File: src/inc/eim_pkg.sv
// constants and carrier types for the event monitor and mask block
// assumes one 40 MHz system clock and an 8-bit byte register port
package eim_pkg;

  // register geometry: fifteen bytes in each bank
  localparam int          NUM_BYTES    = 15;
  localparam int          NUM_BITS     = NUM_BYTES * 8;
  localparam logic [15:0] MON_BASE     = 16'h300b;
  localparam logic [15:0] MASK_BASE    = 16'h010c;
  localparam logic [15:0] CLR_BASE     = 16'h2006;
  localparam logic [15:0] GRP_CLR_ADDR = 16'h2005;

  // byte ranges of the three groups inside each bank
  localparam int          COMMON_LO    = 0;
  localparam int          COMMON_HI    = 4;
  localparam int          FIRST_LO     = 5;
  localparam int          FIRST_HI     = 9;
  localparam int          SECOND_LO    = 10;
  localparam int          SECOND_HI    = 14;

  // group clear register bit positions
  localparam int          GC_ALL       = 0;
  localparam int          GC_COMMON    = 1;
  localparam int          GC_FIRST     = 2;
  localparam int          GC_SECOND    = 3;

  // values after reset
  localparam logic [7:0]  MASK_RST     = 8'h00;
  localparam logic [7:0]  CLR_RST      = 8'h00;
  localparam logic [7:0]  MON_RST      = 8'h00;
  localparam logic [3:0]  GRP_CLR_RST  = 4'h0;

  // synchroniser depth for inputs from other domains
  localparam int          SYNC_STAGES  = 3;

  // one register write
  typedef struct packed {
    logic        en;
    logic [15:0] addr;
    logic [7:0]  data;
  } eim_wr_t;

  // the four status results
  typedef struct packed {
    logic any_irq;
    logic common_irq;
    logic first_pair_group_status;
    logic second_pair_group_status;
  } eim_status_t;

endpackage

File: src/logic/eim_sync.sv
// three-stage synchroniser with agreement filter
// assumes inputs are asynchronous levels; output changes when stages two and three agree
`timescale 1ns/10ps
`default_nettype none
module eim_sync
  import eim_pkg::*;
#(
  parameter int WIDTH = 1
) (
  // clock and reset
  input  wire logic             clk,
  input  wire logic             rst_n,
  // asynchronous level in, filtered level out
  input  wire logic [WIDTH-1:0] din,
  output logic      [WIDTH-1:0] dout
);

  logic [WIDTH-1:0] meta;
  logic [WIDTH-1:0] s2;
  logic [WIDTH-1:0] s3;
  wire  [WIDTH-1:0] agree;
  wire  [WIDTH-1:0] next_dout;

  // meta is read only by s2, so no gate sees a metastable value
  assign agree     = ~(s2 ^ s3);
  assign next_dout = (agree & s2) | (~agree & dout);

  // capture chain
  always_ff @(posedge clk or negedge rst_n) begin
    if (!rst_n) begin
      meta <= '0;
      s2   <= '0;
      s3   <= '0;
      dout <= '0;
    end else begin
      meta <= din;
      s2   <= meta;
      s3   <= s2;
      dout <= next_dout;
    end
  end

endmodule
`default_nettype wire

File: src/logic/eim_slice.sv
// one byte of sticky monitor bits
// assumes qualified events and clear strobes are already on the system clock
`timescale 1ns/10ps
`default_nettype none
module eim_slice
  import eim_pkg::*;
(
  // clock and reset
  input  wire logic       clk,
  input  wire logic       rst_n,
  // qualified events and clear strobes
  input  wire logic [7:0] qual,
  input  wire logic [7:0] clr,
  // monitor byte and its next value
  output logic      [7:0] mon,
  output logic      [7:0] next_mon
);

  // an event in the clearing cycle survives the clear
  assign next_mon = (mon & ~clr) | qual;

  // sticky store
  always_ff @(posedge clk or negedge rst_n) begin
    if (!rst_n) begin
      mon <= MON_RST;
    end else begin
      mon <= next_mon;
    end
  end

endmodule
`default_nettype wire

File: src/logic/eim_top.sv
// event monitor, mask and clear logic with group status results
// assumes register writes and reads come from the serial port logic on the system clock;
// raw events and multifunction pin clears arrive asynchronously
`timescale 1ns/10ps
`default_nettype none
module eim_top
  import eim_pkg::*;
(
  // clock and reset
  input  wire logic                SYS_CLK,
  input  wire logic                RST_N,
  // register write port
  input  wire eim_wr_t             WR,
  // register read port, data one cycle after address
  input  wire logic [15:0]         RD_ADDR,
  output logic      [7:0]          RD_DATA,
  // raw device events, asynchronous
  input  wire logic [NUM_BITS-1:0] EVT_RAW,
  // multifunction pin clear inputs: all, common, first pair, second pair
  input  wire logic [3:0]          MF_CLR,
  // status results
  output eim_status_t              STATUS
);

  // decoding shared by write and read paths
  function automatic logic [NUM_BYTES-1:0] byte_hit(input logic [15:0] a, input logic [15:0] base);
    logic [15:0] off;
    off      = a - base;
    byte_hit = '0;
    for (int k = 0; k < NUM_BYTES; k++) begin
      if (off == 16'(k)) begin
        byte_hit[k] = 1'b1;
      end
    end
  endfunction

  // expands four group clear bits into a per-bit clear vector
  function automatic logic [NUM_BITS-1:0] grp_vec(input logic [3:0] g);
    grp_vec = '0;
    for (int k = 0; k < NUM_BYTES; k++) begin
      if (g[GC_ALL] ||
          (g[GC_COMMON] && k >= COMMON_LO && k <= COMMON_HI) ||
          (g[GC_FIRST]  && k >= FIRST_LO  && k <= FIRST_HI)  ||
          (g[GC_SECOND] && k >= SECOND_LO && k <= SECOND_HI)) begin
        grp_vec[k*8 +: 8] = 8'hff;
      end
    end
  endfunction

  // selects one byte of a bank by one-hot select
  function automatic logic [7:0] pick(input logic [NUM_BYTES-1:0] sel, input logic [NUM_BITS-1:0] v);
    pick = 8'h00;
    for (int k = 0; k < NUM_BYTES; k++) begin
      if (sel[k]) begin
        pick = pick | v[k*8 +: 8];
      end
    end
  endfunction

  logic [NUM_BITS-1:0] mask;
  logic [NUM_BITS-1:0] clr_reg;
  logic [3:0]          grp_clr;
  logic [NUM_BITS-1:0] evt_sync;
  logic [3:0]          pin_clr;
  logic [NUM_BITS-1:0] mon;
  logic [NUM_BITS-1:0] next_mon;

  // raw events and pins cross into the system clock first
  eim_sync #(
    .WIDTH (NUM_BITS)
  ) u_evt_sync (
    .clk   (SYS_CLK),
    .rst_n (RST_N),
    .din   (EVT_RAW),
    .dout  (evt_sync)
  );

  eim_sync #(
    .WIDTH (4)
  ) u_pin_sync (
    .clk   (SYS_CLK),
    .rst_n (RST_N),
    .din   (MF_CLR),
    .dout  (pin_clr)
  );

  // write decode
  wire [NUM_BYTES-1:0] wr_mask_hit = WR.en ? byte_hit(WR.addr, MASK_BASE) : '0;
  wire [NUM_BYTES-1:0] wr_clr_hit  = WR.en ? byte_hit(WR.addr, CLR_BASE) : '0;
  wire                 wr_grp_hit  = WR.en && (WR.addr == GRP_CLR_ADDR);

  // qualification and the combined clear vector
  wire [NUM_BITS-1:0]  qual    = evt_sync & mask;
  wire [NUM_BITS-1:0]  clr_vec = clr_reg | grp_vec(grp_clr) | grp_vec(pin_clr);

  // per-byte mask and self-clearing clear registers
  genvar gi;
  generate
    for (gi = 0; gi < NUM_BYTES; gi++) begin : g_byte
      always_ff @(posedge SYS_CLK or negedge RST_N) begin
        if (!RST_N) begin
          mask[gi*8 +: 8] <= MASK_RST;
        end else if (wr_mask_hit[gi]) begin
          mask[gi*8 +: 8] <= WR.data;
        end
      end

      // clear bits hold for one cycle and then return to zero
      always_ff @(posedge SYS_CLK or negedge RST_N) begin
        if (!RST_N) begin
          clr_reg[gi*8 +: 8] <= CLR_RST;
        end else begin
          clr_reg[gi*8 +: 8] <= wr_clr_hit[gi] ? WR.data : CLR_RST;
        end
      end

      eim_slice u_slice (
        .clk      (SYS_CLK),
        .rst_n    (RST_N),
        .qual     (qual[gi*8 +: 8]),
        .clr      (clr_vec[gi*8 +: 8]),
        .mon      (mon[gi*8 +: 8]),
        .next_mon (next_mon[gi*8 +: 8])
      );
    end
  endgenerate

  // group clear register, self-clearing like the per-bit clears
  always_ff @(posedge SYS_CLK or negedge RST_N) begin
    if (!RST_N) begin
      grp_clr <= GRP_CLR_RST;
    end else begin
      grp_clr <= wr_grp_hit ? WR.data[3:0] : GRP_CLR_RST;
    end
  end

  // group results from the next monitor value so status lines up with the monitor flops
  wire next_common = |next_mon[COMMON_LO*8 +: (COMMON_HI-COMMON_LO+1)*8];
  wire next_first  = |next_mon[FIRST_LO*8  +: (FIRST_HI-FIRST_LO+1)*8];
  wire next_second = |next_mon[SECOND_LO*8 +: (SECOND_HI-SECOND_LO+1)*8];
  wire next_any    = |next_mon;

  // status flops; a group drops only when every bit in it is zero
  always_ff @(posedge SYS_CLK or negedge RST_N) begin
    if (!RST_N) begin
      STATUS <= '0;
    end else begin
      STATUS.any_irq                  <= next_any;
      STATUS.common_irq               <= next_common;
      STATUS.first_pair_group_status  <= next_first;
      STATUS.second_pair_group_status <= next_second;
    end
  end

  // read decode; unmapped addresses read zero
  wire [NUM_BYTES-1:0] rd_mon_hit  = byte_hit(RD_ADDR, MON_BASE);
  wire [NUM_BYTES-1:0] rd_mask_hit = byte_hit(RD_ADDR, MASK_BASE);
  wire [NUM_BYTES-1:0] rd_clr_hit  = byte_hit(RD_ADDR, CLR_BASE);
  wire [7:0]           rd_grp      = (RD_ADDR == GRP_CLR_ADDR) ? {4'h0, grp_clr} : 8'h00;
  wire [7:0]           next_rd     = pick(rd_mon_hit, mon) | pick(rd_mask_hit, mask) |
                                     pick(rd_clr_hit, clr_reg) | rd_grp;

  // registered read data keeps the output straight from a flop
  always_ff @(posedge SYS_CLK or negedge RST_N) begin
    if (!RST_N) begin
      RD_DATA <= 8'h00;
    end else begin
      RD_DATA <= next_rd;
    end
  end

  // checks
  property p_mask_write;
    @(posedge SYS_CLK) disable iff (!RST_N)
    (WR.en && WR.addr == MASK_BASE) |=> (mask[7:0] == $past(WR.data));
  endproperty
  a_mask_write: assert property (p_mask_write) else $error("mask byte not written");

  property p_any_or;
    @(posedge SYS_CLK) disable iff (!RST_N)
    STATUS.any_irq == (|mon);
  endproperty
  a_any_or: assert property (p_any_or) else $error("any status differs from monitor OR");

  property p_group_or;
    @(posedge SYS_CLK) disable iff (!RST_N)
    (STATUS.first_pair_group_status == (|mon[FIRST_LO*8 +: 40])) &&
    (STATUS.second_pair_group_status == (|mon[SECOND_LO*8 +: 40])) &&
    (STATUS.common_irq == (|mon[COMMON_LO*8 +: 40]));
  endproperty
  a_group_or: assert property (p_group_or) else $error("group status differs from monitor OR");

  property p_first_member;
    @(posedge SYS_CLK) disable iff (!RST_N)
    (|qual[FIRST_LO*8 +: 40]) |=> STATUS.first_pair_group_status;
  endproperty
  a_first_member: assert property (p_first_member) else $error("first pair event lost");

  property p_second_member;
    @(posedge SYS_CLK) disable iff (!RST_N)
    (|qual[SECOND_LO*8 +: 40]) |=> STATUS.second_pair_group_status;
  endproperty
  a_second_member: assert property (p_second_member) else $error("second pair event lost");

  property p_common_member;
    @(posedge SYS_CLK) disable iff (!RST_N)
    (|qual[COMMON_LO*8 +: 40]) |=> STATUS.common_irq;
  endproperty
  a_common_member: assert property (p_common_member) else $error("common event lost");

  property p_sticky;
    @(posedge SYS_CLK) disable iff (!RST_N)
    1'b1 |=> ((mon & $past(mon & ~clr_vec)) == $past(mon & ~clr_vec));
  endproperty
  a_sticky: assert property (p_sticky) else $error("monitor bit dropped without clear");

  property p_set_cause;
    @(posedge SYS_CLK) disable iff (!RST_N)
    1'b1 |=> ((mon & ~$past(mon) & ~$past(qual)) == '0);
  endproperty
  a_set_cause: assert property (p_set_cause) else $error("monitor set without qualified event");

  property p_mask_reset;
    @(posedge SYS_CLK)
    $rose(RST_N) |-> (mask == '0);
  endproperty
  a_mask_reset: assert property (p_mask_reset) else $error("mask not zero after reset");

  property p_set_wins;
    @(posedge SYS_CLK) disable iff (!RST_N)
    1'b1 |=> ((mon & $past(qual)) == $past(qual));
  endproperty
  a_set_wins: assert property (p_set_wins) else $error("qualified event not recorded");

  property p_clr_self;
    @(posedge SYS_CLK) disable iff (!RST_N)
    (clr_reg != '0 && wr_clr_hit == '0) |=> (clr_reg == '0);
  endproperty
  a_clr_self: assert property (p_clr_self) else $error("clear bit did not self clear");

  property p_grp_all;
    @(posedge SYS_CLK) disable iff (!RST_N)
    (wr_grp_hit && WR.data[GC_ALL]) |=> ##1 ((mon & ~$past(qual)) == '0);
  endproperty
  a_grp_all: assert property (p_grp_all) else $error("group clear all failed");

  property p_pin_clr;
    @(posedge SYS_CLK) disable iff (!RST_N)
    pin_clr[GC_ALL] |=> ((mon & ~$past(qual)) == '0);
  endproperty
  a_pin_clr: assert property (p_pin_clr) else $error("pin clear failed");

  // a written clear bit empties its monitor bit unless the event is still there
  property p_clr_bit;
    @(posedge SYS_CLK) disable iff (!RST_N)
    (clr_reg != '0) |=> ((mon & $past(clr_reg) & ~$past(qual)) == '0);
  endproperty
  a_clr_bit: assert property (p_clr_bit) else $error("clear bit left monitor set");

  // partial group clears empty their own group's bytes unless the event is still there
  property p_grp_part;
    @(posedge SYS_CLK) disable iff (!RST_N)
    (grp_clr[GC_COMMON] |=> ((mon[COMMON_LO*8 +: 40] & ~$past(qual[COMMON_LO*8 +: 40])) == '0)) and
    (grp_clr[GC_FIRST]  |=> ((mon[FIRST_LO*8 +: 40]  & ~$past(qual[FIRST_LO*8 +: 40]))  == '0)) and
    (grp_clr[GC_SECOND] |=> ((mon[SECOND_LO*8 +: 40] & ~$past(qual[SECOND_LO*8 +: 40])) == '0));
  endproperty
  a_grp_part: assert property (p_grp_part) else $error("group clear by register failed");

  // pin clears per group behave like the register bits
  property p_pin_grp;
    @(posedge SYS_CLK) disable iff (!RST_N)
    (pin_clr[GC_COMMON] |=> ((mon[COMMON_LO*8 +: 40] & ~$past(qual[COMMON_LO*8 +: 40])) == '0)) and
    (pin_clr[GC_FIRST]  |=> ((mon[FIRST_LO*8 +: 40]  & ~$past(qual[FIRST_LO*8 +: 40]))  == '0)) and
    (pin_clr[GC_SECOND] |=> ((mon[SECOND_LO*8 +: 40] & ~$past(qual[SECOND_LO*8 +: 40])) == '0));
  endproperty
  a_pin_grp: assert property (p_pin_grp) else $error("group clear by pin failed");

  // a monitor bit can only rise where its mask was open
  property p_mask_block;
    @(posedge SYS_CLK) disable iff (!RST_N)
    1'b1 |=> ((mon & ~$past(mon) & ~$past(mask)) == '0);
  endproperty
  a_mask_block: assert property (p_mask_block) else $error("masked event reached monitor");

  c_any_rise: cover property (@(posedge SYS_CLK) disable iff (!RST_N) $rose(STATUS.any_irq));
  c_clr_fall: cover property (@(posedge SYS_CLK) disable iff (!RST_N) (clr_reg != '0) ##1 $fell(STATUS.any_irq));
  c_grp_clr:  cover property (@(posedge SYS_CLK) disable iff (!RST_N) wr_grp_hit ##2 !STATUS.any_irq);
  c_pin_clr:  cover property (@(posedge SYS_CLK) disable iff (!RST_N) $rose(pin_clr[GC_FIRST]));
  c_clr_race: cover property (@(posedge SYS_CLK) disable iff (!RST_N) ((clr_vec & qual) != '0));

endmodule
`default_nettype wire

File: config.mk
export PLATFORM = sky130hd
export DESIGN_NAME = eim_top
export DESIGN_NICKNAME = d
export VERILOG_FILES = /design/src/inc/eim_pkg.sv /design/src/logic/eim_sync.sv /design/src/logic/eim_slice.sv /design/src/logic/eim_top.sv
export SDC_FILE = /design/constraint.sdc
export NUM_CORES = 1
export LEC_CHECK = 0
export ABC_AREA = 1
export BUFFER_PORTS_ARGS = -buffer_cell sky130_fd_sc_hd__buf_4
export CAP_MARGIN = 20
export CORE_MARGIN = 5
export CORE_UTILIZATION = 45
export DETAILED_ROUTE_END_ITERATION = 12
export PLACE_DENSITY = 0.69
export REMOVE_ABC_BUFFERS = 1
export SETUP_SLACK_MARGIN = 0.15
export SLEW_MARGIN = 40
export SYNTH_ARGS = -nofsm -noshare
export SYNTH_HDL_FRONTEND = slang
export SYNTH_HIERARCHICAL = 1
export SYNTH_SLANG_ARGS = --single-unit
File: constraint.sdc
create_clock -name SYS_CLK -period 3.03 [get_ports SYS_CLK]
set_clock_uncertainty 0.2 [all_clocks]
set_input_delay 0.606 -clock SYS_CLK [delete_from_list [all_inputs] [get_ports SYS_CLK]]
set_output_delay 0.606 -clock SYS_CLK [all_outputs]
set_load 0.01 [all_outputs]
==> impl_results.md <==
- Area Growth Syn to Fin: 25.28%
- GRT Total Usage: 26.76%
- Die width: 287.9 um
- Tot Pwr: between 20 and 30 mW
- CTS H-tree depth: 3
- Register area: 21820 sq um
- Die H: roughly 290 um
- Routability cong.: 1.070
- Max cap viols: 0
- #FFs+latches synth: 872
- Routed WL per cell: about 20 um
- Most used DFF post-synth: dfrtp_1
- Post-route insts no fill: 5554
- Clock-pin slew on the worst setup and hold paths: 0.06 ns
- Async S/R FF share, synth: 100.0%
- Cell count after placement: 5264
- Avg Inst Size Synth: around 8.9 sq um
- CTS tree: built
- Syn Inst Count: roughly 3900
- Worst rel slew slack: 48.71%
- Beginning of the worst hold path: u_evt_sync/meta[94]$_DFF_PN0_
- RSZ-0062 raised after global routing: true
- Share of the synthesized area in the top cell type: 62.80%
- Largest cells by area after synthesis: dfrtp_1 63%, nand2_1 11%, inv_1 7.5%
- Clock latency on the worst-skew pair: 0.65 ns
- Max-slew violation count: 0
- Grt total ovfl: 0
- Multi-input gate area in the final layout: 9846 sq um
- Root Buffer: clkbuf_16
- Vias in the first global route: 27720
- Synth cell types: 37
- Critical path arrival: approximately 3.2 ns
- Io pins: 179
- NumNets Final: 4613
- Area post-placement: 39160 sq um
- Number of setup violations in the final report: 0
- Via-to-Cell Ratio: 5.136
- P per Cell Area: 583.2 nW/um^2
- Clock tree buffer depth: 3
- Leak Pwr: 23.21 nW
- Minimum clock period: 2.861 ns
- Final hold viol count: 0
- Area of the mapped netlist: ~35000 sq um
- Clk sinks: 872
- Worst hold slack: 0.1347 ns
- Initial Utilization: 45.15%
- Post-synth EDFFs: 0
- Status: completed
- Iteration-0 DRC Markers: 3048
- Post-layout util: a little under three fifths
- Post-DP HPWL: 80.46 mm
- Global-route wire length before repair: 167.2 mm
- Total core area: between 70000 and 80000 sq um
- Initial antenna violation count: 4
- Vias: 28530
- Worst vdd ir: around 0.5 mV
- DP Worst Slack: -0.3960 ns
- Sequential element share of the synthesized area: 62.80%
- Synth warn: 6
- PortBufs: 178
- Number of remaining DRC errors: 0
- Final period utilization: 94.44%
- Worst min-delay path class: reg -> reg
- Die ar.: 82870 sq um
- Worst Tran Pin Value: between 0.7 and 0.8 ns
- FP Rows: 102
- Fmax: 0.3495 GHz
- TNS Setup: 0 ns
- Startpoint types: flip-flop
- Kind of critical path: reg -> reg
- Max FO, Critical Path: 40
- Final wirelength: 111.5 mm
- Layout cell share with drive strength beyond 1: about 14%
- Post-route ant nets: 0
- Cts bufs inserted: 90
- Largest area contributor in the netlist: dfrtp_1
- Required time of the critical path: about 3.3 ns
- Initial DRT Pass Iterations: 6
- Fin area: ~44000 sq um
- Layout fillers: 6681
- Setup ws final: ~0.17 ns
- Element type at the critical path end: flip-flop
- Largest net degree at the start of global routing: 87
synth_stat cells, types with 2 or more instances:
cell and count:
a21oi_1 129, and3_1 4, buf_1 4, buf_2 40, buf_4 6, clkbuf_1 63
clkinv_1 2, dfrtp_1 872, ha_1 3, inv_1 690, inv_2 11, nand2_1 1049
nand2_2 4, nand3_1 118, nand3b_1 4, nand4_1 248, nor2_1 436, nor2_2 6
nor3_1 19, nor3_2 10, nor4_1 34, o21a_1 2, o21ai_0 141, o21ai_1 6
placed cells by master, fill, tap and decap left out, drive strengths merged, types with 8 or more instances in the layout:
| cell | netlist | layout |
|---|---|---|
| dfrtp | 872 | 872 |
| nor3 | 29 | 29 |
| nor4 | 35 | 35 |
| dlygate4sd3 | 0 | 125 |
| a21oi | 130 | 130 |
| buf | 51 | 426 |
| clkbuf | 63 | 124 |
| nand3 | 119 | 119 |
| nand2 | 1053 | 1053 |
| nor2 | 443 | 443 |
| clkinv | 2 | 25 |
| o21ai | 147 | 147 |
| bufinv | 0 | 8 |
| inv | 701 | 703 |
| nand4 | 248 | 248 |
kinds of logic (layout without fill, tap and decap cells):
| group | Yosys count | in the layout | share of synthesized area (%) |
|---|---|---|---|
| other cells | 0 | 2 | 0 |
| fa+ha+maj | 3 | 3 | 0.1080 |
| flops | 872 | 872 | 62.80 |
| xor+xnor | 2 | 2 | 0.05042 |
| simple gates | 1939 | 1939 | 23.90 |
| compound gates | 281 | 281 | 4.090 |
| buf+inv | 817 | 1415 | 9.056 |
where the power goes:
group          internal (mW)  leakage, nW  total, mW  switching (mW)
sequential              12.1         11.1       12.4           0.303
clock                   6.80         1.52       11.4            4.64
combinational          0.616         10.6       1.57           0.955
total                   19.5         23.2       25.4            5.90
area by class of cell:
| cell class | count | share of cell area, % |
|---|---|---|
| inverters | 703 | 6.062 |
| flip-flops and latches | 872 | 50.12 |
| clock inverters | 37 | 0.9600 |
| multi-input cells | 2225 | 22.62 |
| clock buffers | 124 | 6.099 |
| repair buffers | 551 | 11.14 |
| well taps | 1040 | 2.989 |
| diodes | 2 | 0.01150 |
layer usage:
metal  vias to the layer above  GRT usage, %  wire, um
li1                      13230             -         -
met1                     13790         36.97     45810
met2                      1234         42.25     51150
met3                       277         4.497      9316
met4                         2         11.32      5237
met5                         -             0         7
final timing paths:
check,end,slack (ns),depth (start not counted)
setup / recovery,STATUS[3]$_DFF_PN0_,0.17,12
hold / removal,u_evt_sync/s2[94]$_DFF_PN0_,0.13,0
setup reg to reg,STATUS[3]$_DFF_PN0_,0.17,12
hold reg to reg,u_evt_sync/s2[94]$_DFF_PN0_,0.13,0
max in group asynchronous,clr_reg[63]$_DFF_PN0_,1.33,3
min in group asynchronous,RD_DATA[3]$_DFF_PN0_,0.35,2
worst max-delay path: stages (launching register included):
cell,delay [ns]
dfrtp_1,0.37
buf_4,0.15
nor4_2,0.06
buf_12,0.19
nand2_1,0.10
inv_1,0.06
nand2_1,0.05
nand2_1,0.06
nor4_1,0.58
nand2_1,0.27
nor3_1,0.29
buf_4,0.21
nand3_1,0.10
what timing repair did:
action,in CTS,in global routing
gates resized for setup,0,5
hold endpoints to repair,156,0
setup endpoints to repair,0,6
setup buffers,0,2
hold buffers,125,0
(Power assumes the default switching activity.)
